==> config.mk <==
export PLATFORM = sky130hd
export DESIGN_NAME = mcc_regs
export DESIGN_NICKNAME = d
export VERILOG_FILES = /design/src/inc/mcc_regs_pkg.sv /design/src/mcc_regs.sv
export SDC_FILE = /design/constraint.sdc
export NUM_CORES = 1
export LEC_CHECK = 0
export BUFFER_PORTS_ARGS = -buffer_cell sky130_fd_sc_hd__clkbuf_2
export CAP_MARGIN = 10
export CELL_PAD_IN_SITES_DETAIL_PLACEMENT = 1
export CELL_PAD_IN_SITES_GLOBAL_PLACEMENT = 1
export CORE_UTILIZATION = 38
export CTS_CLUSTER_SIZE = 16
export DETAILED_ROUTE_END_ITERATION = 8
export PLACE_DENSITY_LB_ADDON = 0.1
export SYNTH_ARGS = -nofsm -noshare
export SYNTH_HDL_FRONTEND = slang
export SYNTH_SLANG_ARGS = --single-unit
export TNS_END_PERCENT = 30
==> constraint.sdc <==
create_clock -name sys_clk -period 8 [get_ports sys_clk]
set_input_delay 1.6 -clock sys_clk [delete_from_list [all_inputs] [get_ports sys_clk]]
set_output_delay 1.6 -clock sys_clk [all_outputs]
set_load 0.02 [all_outputs]
==> src/inc/mcc_regs_pkg.sv <==
// Purpose: Constants for the main clock controller register block
// Assumes: Avalon-MM slave, 8-bit registers, one per aligned 32-bit word
// Notes:   Byte address of a register is four times its index
package mcc_regs_pkg;

  // Register indices; byte address is index times four
  localparam logic [7:0] IDX_SRC_CTRL   = 8'h00;
  localparam logic [7:0] IDX_PRE_CTRL   = 8'h01;
  localparam logic [7:0] IDX_LOCK       = 8'h02;
  localparam logic [7:0] IDX_STATE      = 8'h03;
  localparam logic [7:0] IDX_FAST_CTRL  = 8'h10;
  localparam logic [7:0] IDX_FAST_FINE  = 8'h11;
  localparam logic [7:0] IDX_FAST_TEMP  = 8'h12;
  localparam logic [7:0] IDX_SLOW_CTRL  = 8'h18;

  // Field positions
  localparam int SYS_CLOCK_PIN_OUT_BIT      = 7;
  localparam int SRC_LSB         = 0;
  localparam int RATIO_LSB       = 1;
  localparam int PRE_ON_BIT      = 0;
  localparam int FREEZE_BIT      = 0;
  localparam int EXT_STARTED_BIT = 7;
  localparam int CRYSTAL_BIT     = 6;
  localparam int ULP_BIT         = 5;
  localparam int FAST_BIT        = 4;
  localparam int SWITCH_BIT      = 0;
  localparam int STANDBY_BIT     = 1;
  localparam int TRIM_LOCK_BIT   = 7;

  // Reset values
  localparam logic [7:0] SRC_CTRL_RST = 8'h00;
  localparam logic [7:0] PRE_CTRL_RST = 8'h11;
  localparam logic [7:0] RW_CTRL_RST  = 8'h00;

  // Counts
  localparam logic [2:0] GATE_OSC_CYCLES = 3'h4;
  localparam logic [2:0] PROTECT_INSTRS  = 3'h4;

  // Main clock sources
  localparam logic [1:0] SRC_FAST    = 2'h0;
  localparam logic [1:0] SRC_ULP     = 2'h1;
  localparam logic [1:0] SRC_CRYSTAL = 2'h2;
  localparam logic [1:0] SRC_EXT     = 2'h3;

  // Bus answer states
  typedef enum logic [0:0] {BUS_IDLE, BUS_ANSWER} mcc_bus_t;

endpackage : mcc_regs_pkg

==> src/mcc_regs.sv <==
// Purpose: Main clock controller registers, source switch and prescaler
// Assumes: sys_clk stands for the main clock; oscillator events are pulses
// Notes:   Peripheral clock is delivered as a one-cycle enable pulse, held high while the prescaler is off
`timescale 1ns/1ps
`default_nettype none

module mcc_regs #(
  parameter int AW = 7
) (
  // Clock and reset
  input  wire logic          sys_clk,
  input  wire logic          nrst,
  // Avalon-MM slave
  input  wire logic [AW-1:0] address,
  input  wire logic          read,
  input  wire logic          write,
  input  wire logic [31:0]   writedata,
  output logic [31:0]        readdata,
  output logic               waitrequest,
  // Write protection from the processor
  input  wire logic          writeProtectKey,
  input  wire logic          instrDone,
  // Oscillator side
  input  wire logic [3:0]    srcStableIn,
  input  wire logic [3:0]    periphSrcRequest,
  input  wire logic          fastOscTick,
  input  wire logic          extInputStarted,
  // Fuses and factory values
  input  wire logic          frequencyChoiceFuse,
  input  wire logic          trimLockFuse,
  input  wire logic [5:0]    factoryFine16,
  input  wire logic [5:0]    factoryFine20,
  input  wire logic [3:0]    factoryTemp16,
  input  wire logic [3:0]    factoryTemp20,
  // System state
  input  wire logic          sleepActive,
  input  wire logic          periphUsesSysClk,
  // Clock outputs
  output logic [1:0]         mainSourceSelect,
  output logic               peripheralClockTick,
  output logic               sysClockPinOutEn,
  output logic               fastOscPowerOn,
  output logic               fastOscGateOpen,
  output logic               ulpKeepRunning,
  output logic [5:0]         fastOscFineTrim,
  output logic [3:0]         fastOscTempSlope
);

  // Divide ratio from a ratio code; reserved codes fall back to two
  function automatic logic [6:0] ratioOf(input logic [3:0] code);
    logic [6:0] r;
    r = 7'h02;
    unique case (code)
      4'h0: r = 7'h02;
      4'h1: r = 7'h04;
      4'h2: r = 7'h08;
      4'h3: r = 7'h10;
      4'h4: r = 7'h20;
      4'h5: r = 7'h40;
      4'h8: r = 7'h06;
      4'h9: r = 7'h0A;
      4'hA: r = 7'h0C;
      4'hB: r = 7'h18;
      4'hC: r = 7'h30;
      default: r = 7'h02;  // Undefined ratio, kept harmless
    endcase
    return r;
  endfunction

  mcc_regs_pkg::mcc_bus_t busState_reg;
  logic [7:0]  srcCtrl_reg;
  logic [7:0]  preCtrl_reg;
  logic        freeze_reg;
  logic        fastStandby_reg;
  logic        ulpStandby_reg;
  logic [5:0]  fine_reg;
  logic [3:0]  temp_reg;
  logic        trimLock_reg;
  logic        fuseLoaded_reg;
  logic [1:0]  activeSrc_reg;
  logic        switching_reg;
  logic [2:0]  protect_reg;
  logic [2:0]  gateCnt_reg;
  logic [6:0]  preCnt_reg;
  logic        perTick_reg;
  logic [31:0] readdata_reg;
  logic [7:0]  index;
  logic        wrTake;
  logic        protOk;
  logic [3:0]  requested;
  logic        trimWriteOk;
  logic [7:0]  stateByte;
  logic [7:0]  rdByte;
  logic [1:0]  wantedSrc;

  assign index     = 8'(address[AW-1:2]);
  assign wantedSrc = srcCtrl_reg[mcc_regs_pkg::SRC_LSB +: 2];

  // One wait cycle per access; answer on the second edge
  assign waitrequest = (read | write) & (busState_reg == mcc_regs_pkg::BUS_IDLE);
  assign wrTake      = write & (busState_reg == mcc_regs_pkg::BUS_ANSWER);

  always_ff @(posedge sys_clk or negedge nrst) begin
    if (!nrst) begin
      busState_reg <= mcc_regs_pkg::BUS_IDLE;
    end else if (busState_reg == mcc_regs_pkg::BUS_ANSWER) begin
      busState_reg <= mcc_regs_pkg::BUS_IDLE;
    end else if (read | write) begin
      busState_reg <= mcc_regs_pkg::BUS_ANSWER;
    end
  end

  // Key opens a window of four retired instructions for one write
  assign protOk = (protect_reg != 3'h0);

  always_ff @(posedge sys_clk or negedge nrst) begin
    if (!nrst) begin
      protect_reg <= 3'h0;
    end else if (writeProtectKey) begin
      protect_reg <= mcc_regs_pkg::PROTECT_INSTRS;
    end else if (wrTake && protOk) begin
      protect_reg <= 3'h0;  // One protected write per key
    end else if (instrDone && protOk) begin
      protect_reg <= protect_reg - 3'h1;
    end
  end

  // Main clock control; frozen once the lock is set
  always_ff @(posedge sys_clk or negedge nrst) begin
    if (!nrst) begin
      srcCtrl_reg <= mcc_regs_pkg::SRC_CTRL_RST;
      preCtrl_reg <= mcc_regs_pkg::PRE_CTRL_RST;
    end else if (wrTake && protOk && !freeze_reg) begin
      if (index == mcc_regs_pkg::IDX_SRC_CTRL) begin
        srcCtrl_reg <= writedata[7:0] & 8'h83;
      end
      if (index == mcc_regs_pkg::IDX_PRE_CTRL) begin
        preCtrl_reg <= writedata[7:0] & 8'h1F;
      end
    end
  end

  // Lock register; only reset clears it
  always_ff @(posedge sys_clk or negedge nrst) begin
    if (!nrst) begin
      freeze_reg <= 1'b0;
    end else if (wrTake && protOk && !freeze_reg && index == mcc_regs_pkg::IDX_LOCK &&
                 writedata[mcc_regs_pkg::FREEZE_BIT]) begin
      freeze_reg <= 1'b1;
    end
  end

  // Oscillator run-in-standby controls
  always_ff @(posedge sys_clk or negedge nrst) begin
    if (!nrst) begin
      fastStandby_reg <= 1'b0;
      ulpStandby_reg  <= 1'b0;
    end else if (wrTake && protOk) begin
      if (index == mcc_regs_pkg::IDX_FAST_CTRL) begin
        fastStandby_reg <= writedata[mcc_regs_pkg::STANDBY_BIT];
      end
      if (index == mcc_regs_pkg::IDX_SLOW_CTRL) begin
        ulpStandby_reg <= writedata[mcc_regs_pkg::STANDBY_BIT];
      end
    end
  end

  // Trim writes: fuse lock, and main-clock lock while fast osc is main
  assign trimWriteOk = wrTake && protOk && fuseLoaded_reg && !trimLock_reg &&
                       !(freeze_reg && activeSrc_reg == mcc_regs_pkg::SRC_FAST);

  // Fuses are caught on the first edge after reset release
  always_ff @(posedge sys_clk or negedge nrst) begin
    if (!nrst) begin
      fuseLoaded_reg <= 1'b0;
      trimLock_reg   <= 1'b0;
      fine_reg       <= 6'h00;
      temp_reg       <= 4'h0;
    end else if (!fuseLoaded_reg) begin
      fuseLoaded_reg <= 1'b1;
      trimLock_reg   <= trimLockFuse;
      fine_reg       <= frequencyChoiceFuse ? factoryFine20 : factoryFine16;
      temp_reg       <= frequencyChoiceFuse ? factoryTemp20 : factoryTemp16;
    end else if (trimWriteOk) begin
      if (index == mcc_regs_pkg::IDX_FAST_FINE) begin
        fine_reg <= writedata[5:0];
      end
      if (index == mcc_regs_pkg::IDX_FAST_TEMP) begin
        temp_reg <= writedata[3:0];
      end
    end
  end

  // Source requests: running main, pending main, or a peripheral
  always_comb begin
    requested = periphSrcRequest;
    requested[activeSrc_reg] = 1'b1;
    requested[wantedSrc]     = 1'b1;
  end

  // Fast oscillator gate opens after four oscillator cycles
  // Standby keeps it powered, so the analog start-up is already done
  assign fastOscPowerOn = requested[mcc_regs_pkg::SRC_FAST] | fastStandby_reg;

  always_ff @(posedge sys_clk or negedge nrst) begin
    if (!nrst) begin
      gateCnt_reg <= 3'h0;
    end else if (!requested[mcc_regs_pkg::SRC_FAST] ||
                 !srcStableIn[mcc_regs_pkg::SRC_FAST]) begin
      gateCnt_reg <= 3'h0;
    end else if (fastOscTick && gateCnt_reg != mcc_regs_pkg::GATE_OSC_CYCLES) begin
      gateCnt_reg <= gateCnt_reg + 3'h1;
    end
  end

  assign fastOscGateOpen = requested[mcc_regs_pkg::SRC_FAST] &&
                           gateCnt_reg == mcc_regs_pkg::GATE_OSC_CYCLES;

  // Switch only when the new source is stable; old one runs meanwhile
  always_ff @(posedge sys_clk or negedge nrst) begin
    if (!nrst) begin
      activeSrc_reg <= mcc_regs_pkg::SRC_FAST;
      switching_reg <= 1'b0;
    end else if (wantedSrc != activeSrc_reg) begin
      // Stable flags sit at bits 4 to 7 in source-code order
      if (stateByte[3'h4 + {1'b0, wantedSrc}] ||
          (wantedSrc == mcc_regs_pkg::SRC_EXT && extInputStarted)) begin
        activeSrc_reg <= wantedSrc;
        switching_reg <= 1'b0;
      end else begin
        switching_reg <= 1'b1;
      end
    end else begin
      switching_reg <= 1'b0;
    end
  end

  assign mainSourceSelect = activeSrc_reg;

  // Status byte; stable flags only while the source is requested, except the external started flag
  always_comb begin
    stateByte = 8'h00;
    stateByte[mcc_regs_pkg::EXT_STARTED_BIT] = extInputStarted;
    stateByte[mcc_regs_pkg::CRYSTAL_BIT] = srcStableIn[mcc_regs_pkg::SRC_CRYSTAL] &
                                           requested[mcc_regs_pkg::SRC_CRYSTAL];
    stateByte[mcc_regs_pkg::ULP_BIT] = srcStableIn[mcc_regs_pkg::SRC_ULP] &
                                       requested[mcc_regs_pkg::SRC_ULP];
    stateByte[mcc_regs_pkg::FAST_BIT] = fastOscGateOpen;
    stateByte[mcc_regs_pkg::SWITCH_BIT] = switching_reg;
  end

  // Prescaler; keeps counting when the ratio changes, so one short period can appear
  always_ff @(posedge sys_clk or negedge nrst) begin
    if (!nrst) begin
      preCnt_reg  <= 7'h00;
      perTick_reg <= 1'b0;
    end else if (!preCtrl_reg[mcc_regs_pkg::PRE_ON_BIT]) begin
      preCnt_reg  <= 7'h00;
      perTick_reg <= 1'b1;
    end else if (preCnt_reg >= ratioOf(preCtrl_reg[mcc_regs_pkg::RATIO_LSB +: 4]) - 7'h01) begin
      preCnt_reg  <= 7'h00;
      perTick_reg <= 1'b1;
    end else begin
      preCnt_reg  <= preCnt_reg + 7'h01;
      perTick_reg <= 1'b0;
    end
  end

  assign peripheralClockTick = perTick_reg;

  // Clock-out pin gate; held off in sleep unless a peripheral needs it
  assign sysClockPinOutEn = srcCtrl_reg[mcc_regs_pkg::SYS_CLOCK_PIN_OUT_BIT] &
                            (!sleepActive | periphUsesSysClk);

  assign ulpKeepRunning   = ulpStandby_reg;
  assign fastOscFineTrim  = fine_reg;
  assign fastOscTempSlope = temp_reg;

  // Read mux; unmapped addresses read zero
  always_comb begin
    rdByte = 8'h00;
    unique case (index)
      mcc_regs_pkg::IDX_SRC_CTRL:  rdByte = srcCtrl_reg;
      mcc_regs_pkg::IDX_PRE_CTRL:  rdByte = preCtrl_reg;
      mcc_regs_pkg::IDX_LOCK:      rdByte = 8'h00;  // Reads zero, writes only
      mcc_regs_pkg::IDX_STATE:     rdByte = stateByte;
      mcc_regs_pkg::IDX_FAST_CTRL: rdByte = {6'h00, fastStandby_reg, 1'b0};
      mcc_regs_pkg::IDX_FAST_FINE: rdByte = {2'h0, fine_reg};
      mcc_regs_pkg::IDX_FAST_TEMP: rdByte = {trimLock_reg, 3'h0, temp_reg};
      mcc_regs_pkg::IDX_SLOW_CTRL: rdByte = {6'h00, ulpStandby_reg, 1'b0};
      default:                     rdByte = 8'h00;
    endcase
  end

  // Read data captured in the wait cycle, stands at the answer edge
  always_ff @(posedge sys_clk or negedge nrst) begin
    if (!nrst) begin
      readdata_reg <= 32'h0000_0000;
    end else if (read && busState_reg == mcc_regs_pkg::BUS_IDLE) begin
      readdata_reg <= {24'h00_0000, rdByte};
    end
  end

  assign readdata = readdata_reg;

endmodule : mcc_regs

`default_nettype wire

==> impl_results.rst, run 1 <==
.. list-table::
   :header-rows: 1

   * - Metric
     - Value
   * - Post-Route Setup TNS
     - 0 ns
   * - Count of final max-slew check failures
     - 0
   * - Overall die height
     - 92.2 um
   * - Largest net degree at the start of global routing
     - 50
   * - Maximum Capacitance Violations
     - 0
   * - Top_reg_cell synth
     - sky130_fd_sc_hd__dfrtp_1
   * - Post-synth ARST share
     - 100%
   * - Setup Fix Bufs, Post-CTS
     - 0
   * - CTS sink cnt
     - 49
   * - Maximum achievable frequency
     - 250 MHz
   * - Vias after detailed routing
     - 2544
   * - WL/cell
     - 15.9 um
   * - Cell count after synthesis
     - 314
   * - Number of standard-cell rows in the floorplan
     - 32
   * - Share of final-layout standard cells stronger than drive strength 1
     - 30.3%
   * - Total overflow reported by the global router
     - 0
   * - Clock skew
     - 0.00685 ns
   * - Leakage power summed over all cells
     - 1.66 nW
   * - Total chip power
     - 0.000646 W
   * - Shortest clock period the worst path allows after layout
     - 4.00 ns
   * - Clock tree root driver cell
     - sky130_fd_sc_hd__clkbuf_8
   * - First-pass detailed-route iteration total
     - 4
   * - Placement Setup Slack
     - 4.00 ns
   * - Largest driver fanout on the critical path
     - 3
   * - Sequential element share of the synthesized area
     - 39.8%
   * - FF/Latch Area
     - 1230 um2
   * - RSZ-0062 raised after global routing
     - no
   * - Worst endpoint data arrival time
     - 2.40 ns
   * - Post-detailed-route count of antenna-violating nets
     - 0
   * - Crit path launch type
     - primary input
   * - Fill cell total of the finished layout
     - 965
   * - Depth of the worst register-to-register path
     - 12
   * - DRC violations left
     - 0
   * - Area Growth Syn to Fin
     - 14.0%
   * - Run status
     - complete, no violations
   * - Number of buffers created by CTS
     - 5
   * - Netlist area before placement
     - 3090 um2
   * - Effective utilization at floorplan
     - 39.6%
   * - Number of global-route vias before repair
     - 2548
   * - Average size of a mapped cell
     - 9.84 um2
   * - Routability congestion estimate from global placement
     - 0.754
   * - Cells on Worst Hold Path
     - 2
   * - Type of element capturing the critical path
     - primary output
   * - Number of different library cells in the post-synthesis netlist
     - 54
   * - Post-cts hold buffer count
     - 0
   * - Class of the worst hold path
     - reg2reg
   * - Worst setup margin
     - 4.00 ns
   * - Area of combinational cells with multiple inputs
     - 1660 um2
   * - Full die area
     - 8500 um2
   * - Total wire length after detailed routing
     - 7750 um
   * - Ports placed on the boundary
     - 129
   * - Number of setup violations in the final report
     - 0
   * - Post-synth EDFFs
     - 0
   * - Count of inserted antenna diode cells
     - 0
   * - Average via count per standard cell
     - 5.21
   * - Number of buffers on the longest clock path
     - 2
   * - Critical path type
     - in2out
   * - Half-perimeter wire length after detailed placement
     - 5930 um
   * - Slew headroom
     - 48.0%
   * - Post-route fraction of the period consumed by the critical path
     - 49.9%
   * - Clock latency at the later pin of the worst-skew pair
     - 0.30 ns
   * - Placeable Area
     - 7810 um2
   * - Final net count
     - 476
   * - CTS-repair resized insts
     - 0
   * - Violation count after the first detailed-route iteration
     - 111
   * - CP Data Required Time
     - 6.40 ns
   * - First-pass GRT wire length
     - 12600 um
   * - Post-CTS clock slew at the launch and capture registers of the worst setup and hold paths
     - 0.09 ns
   * - TritonCTS clock tree
     - built
   * - GRT Resource Usage Total
     - 19.2%
   * - Number of antenna violations at the first check in global routing
     - 0
   * - Count of yosys warnings during synthesis
     - 0
   * - Transition time at the pin with the least slew margin
     - 0.776 ns
   * - Buffers added on ports
     - 75
   * - Count of state elements after synthesis
     - 49
   * - Worst-case vdd ir drop
     - 73.9 uV
   * - H-tree depth
     - 2
   * - Width of the die
     - 92.2 um
   * - Final count of hold timing violations
     - 0
   * - Flip-flop count of the largest register after layout
     - 8
   * - Total power divided by cell area
     - 183 nW/um2
## area by class of cell
type | instances | share of cell area [%]
sequential | 49 | 34.9
clock buffer | 7 | 2.17
clock inverter | 1 | 0.142
tap | 102 | 3.62
multi-input combinational | 241 | 47.1
timing repair buffer | 76 | 10.9
inverter | 12 | 1.28
## synth_stat cells, types with 7 or more instances
| cell | n | area share [%] |
|---|---|---|
| sky130_fd_sc_hd__dfrtp_1 | 47 | 38 |
| sky130_fd_sc_hd__buf_4 | 25 | 6.1 |
| sky130_fd_sc_hd__nand2_1 | 22 | 2.7 |
| sky130_fd_sc_hd__mux2_2 | 19 | 6.9 |
| sky130_fd_sc_hd__o21ai_0 | 19 | 3.1 |
| sky130_fd_sc_hd__nor2_1 | 17 | 2.1 |
| sky130_fd_sc_hd__nand3_1 | 15 | 2.4 |
| sky130_fd_sc_hd__ha_1 | 12 | 4.9 |
| sky130_fd_sc_hd__inv_1 | 12 | 1.5 |
| sky130_fd_sc_hd__nor3_1 | 11 | 1.8 |
| sky130_fd_sc_hd__xnor2_1 | 9 | 2.6 |
| sky130_fd_sc_hd__a31oi_1 | 7 | 1.4 |
| sky130_fd_sc_hd__mux2i_1 | 7 | 2.3 |
| sky130_fd_sc_hd__nor2b_1 | 7 | 1.4 |
## report_power, final
| group | switching (W) | internal (W) |
|---|---|---|
| logic | 0.000110 | 0.0000802 |
| clock network | 0.0000824 | 0.0000616 |
| registers | 0.0000352 | 0.000277 |
| total | 0.000227 | 0.000419 |
## through the flow
stage / instances / utilization, % / hold WS (ns) / cell area (um2)
after floorplan: 338 / - / 0.451 / 3180
after global placement: 480 / 44.1 / 0.463 / 3440
after detailed placement: 480 / 44.1 / 0.476 / 3440
after CTS: 488 / 45.1 / 0.498 / 3520
after global routing: 488 / 45.1 / 0.529 / 3520
final: 488 / 45.1 / 0.487 / 3520
## cells in the final DEF, fill, tap and decap left out, drive strengths merged, types with 4 or more instances in the layout
cell    Yosys  routed
clkbuf      6      82
a21oi       6       6
nor3       11      11
nor2       18      18
a222oi      4       4
dfrtp      47      47
nor2b       8       8
conb        2      26
xnor2       9       9
mux2i       7       7
nand3      15      15
nand2      23      23
inv        12      12
a31oi       7       7
and3        6       6
a211oi      5       5
o21ai      20      20
ha         12      12
mux2       19      19
nand2b      5       5
## worst paths after layout
kind / start / end / slack [ns]
setup / recovery: periphSrcRequest[0] / fastOscPowerOn / 4.00
hold / removal: readdata[0]$_DFFE_PN0P_ / readdata[0]$_DFFE_PN0P_ / 0.49
setup reg to reg: preCtrl_reg[2]$_DFFE_PN0P_ / preCnt_reg[6]$_DFF_PN0_ / 4.88
hold reg to reg: readdata[0]$_DFFE_PN0P_ / readdata[0]$_DFFE_PN0P_ / 0.49
max in group asynchronous: nrst / gateCnt_reg[2]$_DFFE_PN0P_ / 6.18
min in group asynchronous: nrst / gateCnt_reg[0]$_DFFE_PN0P_ / 1.40
## critical path, cell delays in order
cell,delay (ns)
sky130_fd_sc_hd__clkbuf_2,0.10
sky130_fd_sc_hd__or4_1,0.52
sky130_fd_sc_hd__clkbuf_2,0.17
## logic make-up (layout without fill, tap and decap cells)
group           count (synthesis)  after routing  synth area share, %
compound gates                 61             61                 14.3
xor+xnor                       12             12                 3.40
fa+ha+maj                      12             12                 4.86
buf+inv                        48             96                 9.47
flops                          49             49                 39.8
mux                            27             27                 9.92
other cells                     2             26                0.243
simple gates                  103            103                 18.1
## metal layers
layer  track usage (%)  share of wire [%]  vias to the layer above
li1                  -                  -                     1217
met1              24.9                 46                     1247
met2              33.1                 49                       75
met3              3.48                4.3                        5
met4              4.56               0.92                        0
met5                 0                  0                        -
No activity file was read; power rests on OpenSTA's default activity.
==> run 2, diff against run 1 <==
--- a/config.mk
+++ b/config.mk
@@ -9,7 +9,7 @@
 export CAP_MARGIN = 10
 export CELL_PAD_IN_SITES_DETAIL_PLACEMENT = 1
 export CELL_PAD_IN_SITES_GLOBAL_PLACEMENT = 1
-export CORE_UTILIZATION = 38
+export CORE_UTILIZATION = 36
 export CTS_CLUSTER_SIZE = 16
 export DETAILED_ROUTE_END_ITERATION = 8
 export PLACE_DENSITY_LB_ADDON = 0.1
==> constraint.sdc (replaced) <==
create_clock -name sys_clk -period 4.1 [get_ports sys_clk]
set_input_delay 0.82 -clock sys_clk [delete_from_list [all_inputs] [get_ports sys_clk]]
set_output_delay 0.82 -clock sys_clk [all_outputs]
set_load 0.02 [all_outputs]
==> impl_results.rst, run 2 (same netlist as run 1, synthesis figures left out) <==
.. list-table::
   :header-rows: 1

   * - Metric
     - Value
   * - Run status
     - complete, no violations (unchanged)
   * - Worst setup margin
     - 1.11 ns (was 4.00 ns)
   * - CP Data Required Time
     - 4.25 ns (was 6.40 ns)
   * - CTS sink cnt
     - 49 (unchanged)
   * - Commonest cells after routing, fill and taps aside
     - sky130_fd_sc_hd__clkbuf_2, sky130_fd_sc_hd__dfrtp_1, sky130_fd_sc_hd__conb_1 (unchanged)
   * - Total power divided by cell area
     - 377 nW/um2 (was 183 nW/um2)
   * - Largest driver fanout on the critical path
     - 8 (was 3)
   * - Routability congestion estimate from global placement
     - 0.774 (was 0.754)
   * - Number of setup violations in the final report
     - 0 (unchanged)
   * - Maximum achievable frequency
     - 335 MHz
   * - CTS-repair resized insts
     - 0 (unchanged)
   * - RSZ-0062 raised after global routing
     - no (unchanged)
   * - Maximum Capacitance Violations
     - 0 (unchanged)
   * - Worst-case vdd ir drop
     - 148 uV (was 73.9 uV)
   * - Half-perimeter wire length after detailed placement
     - 6030 um (was 5930 um)
   * - Worst path cell trace
     - nor2_1 -> mux2i_1 -> or2_2 -> ha_1 -> nand2_1 -> nor2_1 -> a222oi_1 -> o21ai_0 -> ha_1 -> nand2_1 -> a31oi_1 -> nor3_1 (was clkbuf_2 -> or4_1 -> clkbuf_2)
   * - Met2 capacity usage during global routing
     - 29.7% (was 33.1%)
   * - Number of global-route vias before repair
     - 2493 (was 2548)
   * - Vias after detailed routing
     - 2546 (was 2544)
   * - Overall die height
     - 94.7 um (was 92.2 um)
   * - DRC violations left
     - 0 (unchanged)
   * - Worst endpoint data arrival time
     - 3.14 ns (was 2.40 ns)
   * - Count of final max-slew check failures
     - 0 (unchanged)
   * - Met3 Usage GRT
     - 3.14% (was 3.48%)
   * - Number of standard-cell rows in the floorplan
     - 33 (was 32)
   * - WL/cell
     - 15.7 um (was 15.9 um)
   * - Ports placed on the boundary
     - 129 (unchanged)
   * - Slew headroom
     - 50.9% (was 48.0%)
   * - Total chip power
     - 0.00134 W (was 0.000646 W)
   * - Met1 usage in global routing
     - 25.1% (was 24.9%)
   * - Post-route fraction of the period consumed by the critical path
     - 72.8%
   * - Shortest clock period the worst path allows after layout
     - 2.99 ns
   * - Post-detailed-route count of antenna-violating nets
     - 0 (unchanged)
   * - Number of buffers created by CTS
     - 5 (unchanged)
   * - Effective utilization at floorplan
     - 37.4% (was 39.6%)
   * - Setup slack of the worst register-to-register path
     - 1.11 ns (was 4.88 ns)
   * - H-tree depth
     - 2 (unchanged)
   * - Critical path type
     - reg2reg (was in2out)
   * - Clock skew
     - 0.00788 ns (was 0.00685 ns)
   * - Number of buffers on the longest clock path
     - 2 (unchanged)
   * - First-pass detailed-route iteration total
     - 5 (was 4)
   * - TritonCTS clock tree
     - built (unchanged)
   * - Most frequent standard cell in the layout excluding fill and tap cells
     - sky130_fd_sc_hd__clkbuf_2 (unchanged)
   * - Largest net degree at the start of global routing
     - 29 (was 50)
   * - Final net count
     - 476 (unchanged)
   * - Width of the die
     - 94.7 um (was 92.2 um)
   * - Leakage power summed over all cells
     - 1.68 nW (was 1.66 nW)
   * - Critical Path Slowest Stage Cell
     - sky130_fd_sc_hd__a31oi_1 (was sky130_fd_sc_hd__or4_1)
   * - Total overflow reported by the global router
     - 0 (unchanged)
   * - Share of final-layout standard cells stronger than drive strength 1
     - 30.6% (was 30.3%)
   * - Flip-flop count of the largest register after layout
     - 8 (unchanged)
   * - Class of the worst hold path
     - reg2reg (unchanged)
   * - Final count of hold timing violations
     - 0 (unchanged)
   * - Area Growth Syn to Fin
     - 15.3% (was 14.0%)
   * - Busiest layer in global routing
     - met2 (unchanged)
   * - Violation count after the first detailed-route iteration
     - 119 (was 111)
   * - Buffers added on ports
     - 75 (unchanged)
   * - Post-CTS clock slew at the launch and capture registers of the worst setup and hold paths
     - 0.09 ns (about the same)
   * - Post-cts hold buffer count
     - 0 (unchanged)
   * - Crit path launch type
     - register (was primary input)
   * - Average via count per standard cell
     - 5.19 (was 5.21)
   * - Number of antenna violations at the first check in global routing
     - 0 (unchanged)
   * - First-pass GRT wire length
     - 12500 um (was 12600 um)
   * - Full die area
     - 8960 um2 (was 8500 um2)
   * - Transition time at the pin with the least slew margin
     - 0.737 ns (was 0.776 ns)
   * - Setup Fix Bufs, Post-CTS
     - 0 (unchanged)
   * - Placement Setup Slack
     - 1.12 ns (was 4.00 ns)
   * - Placeable Area
     - 8260 um2 (was 7810 um2)
   * - Total wire length after detailed routing
     - 7700 um (was 7750 um)
   * - Post-Route Setup TNS
     - 0 ns (unchanged)
   * - Clock latency at the later pin of the worst-skew pair
     - 0.30 ns (about the same)
   * - Final Non-Filler Cells
     - 491 (was 488)
   * - GRT Resource Usage Total
     - 18.1% (was 19.2%)
   * - Placed instance count
     - 483 (was 480)
   * - Clock tree root driver cell
     - sky130_fd_sc_hd__clkbuf_8 (unchanged)
   * - Count of inserted antenna diode cells
     - 0 (unchanged)
   * - Type of element capturing the critical path
     - register (was primary output)
   * - Hold WS
     - 0.488 ns (was 0.487 ns)
   * - Max stage delay on crit path
     - 0.54 ns (was 0.52 ns)
[run 2: cell count changes in the layout (fill, tap and decap cells not counted), sizes merged]
cell | before | now
bufinv | 0 | 1
clkinv | 1 | 0
[run 2: layer usage]
metal / up-vias / share of wire [%]
met5: - / 0
met4: 0 / 0.71
met3: 5 / 5.1
met2: 72 / 47
met1: 1247 / 47
li1: 1222 / -
[run 2: worst paths after layout]
| kind | start | endpoint | cells after the start |
|---|---|---|---|
| min in group asynchronous | nrst | gateCnt_reg[0]$_DFFE_PN0P_ | 1 |
| worst max-delay path | preCtrl_reg[2]$_DFFE_PN0P_ | preCnt_reg[2]$_DFF_PN0_ | 12 |
| worst max register to register | preCtrl_reg[2]$_DFFE_PN0P_ | preCnt_reg[2]$_DFF_PN0_ | 12 |
| worst min-delay path | readdata[5]$_DFFE_PN0P_ | readdata[5]$_DFFE_PN0P_ | 2 |
| worst min register to register | readdata[5]$_DFFE_PN0P_ | readdata[5]$_DFFE_PN0P_ | 2 |
| max in group asynchronous | nrst | preCtrl_reg[0]$_DFFE_PN1P_ | 2 |
[run 2: worst max-delay path, delay by kind of cell, from the launching register on]
family | cells | cell delay (ns)
AOI/OAI and AO/OA | 3 | 0.95
and+or+nand+nor | 6 | 0.81
DFF | 1 | 0.47
muxes | 1 | 0.09
adders and majority gates | 2 | 0.52
[run 2: final cells by class]
type                       count  area, um2
multi-input combinational    241       1660
tap                          105        131
fill                        1010       4690
clock buffer                   7       86.3
sequential                    49       1230
inverter                      12       45.0
timing repair buffer          76        383
clock inverter                 1       30.0
[run 2: power by group]
group | internal, W | switching [W]
registers | 0.000541 | 0.0000711
logic | 0.000156 | 0.000209
clock network | 0.000199 | 0.000166
[run 2: per-stage QoR]
| step | cell area (um2) | utilization [%] |
|---|---|---|
| 2_1_floorplan | 3180 | - |
| 3_3_place_gp | 3450 | 41.7 |
| 3_5_place_dp | 3450 | 41.7 |
| 4_1_cts | 3560 | 43.2 |
| 5_1_grt | 3560 | 43.2 |
| 6_report | 3560 | 43.2 |
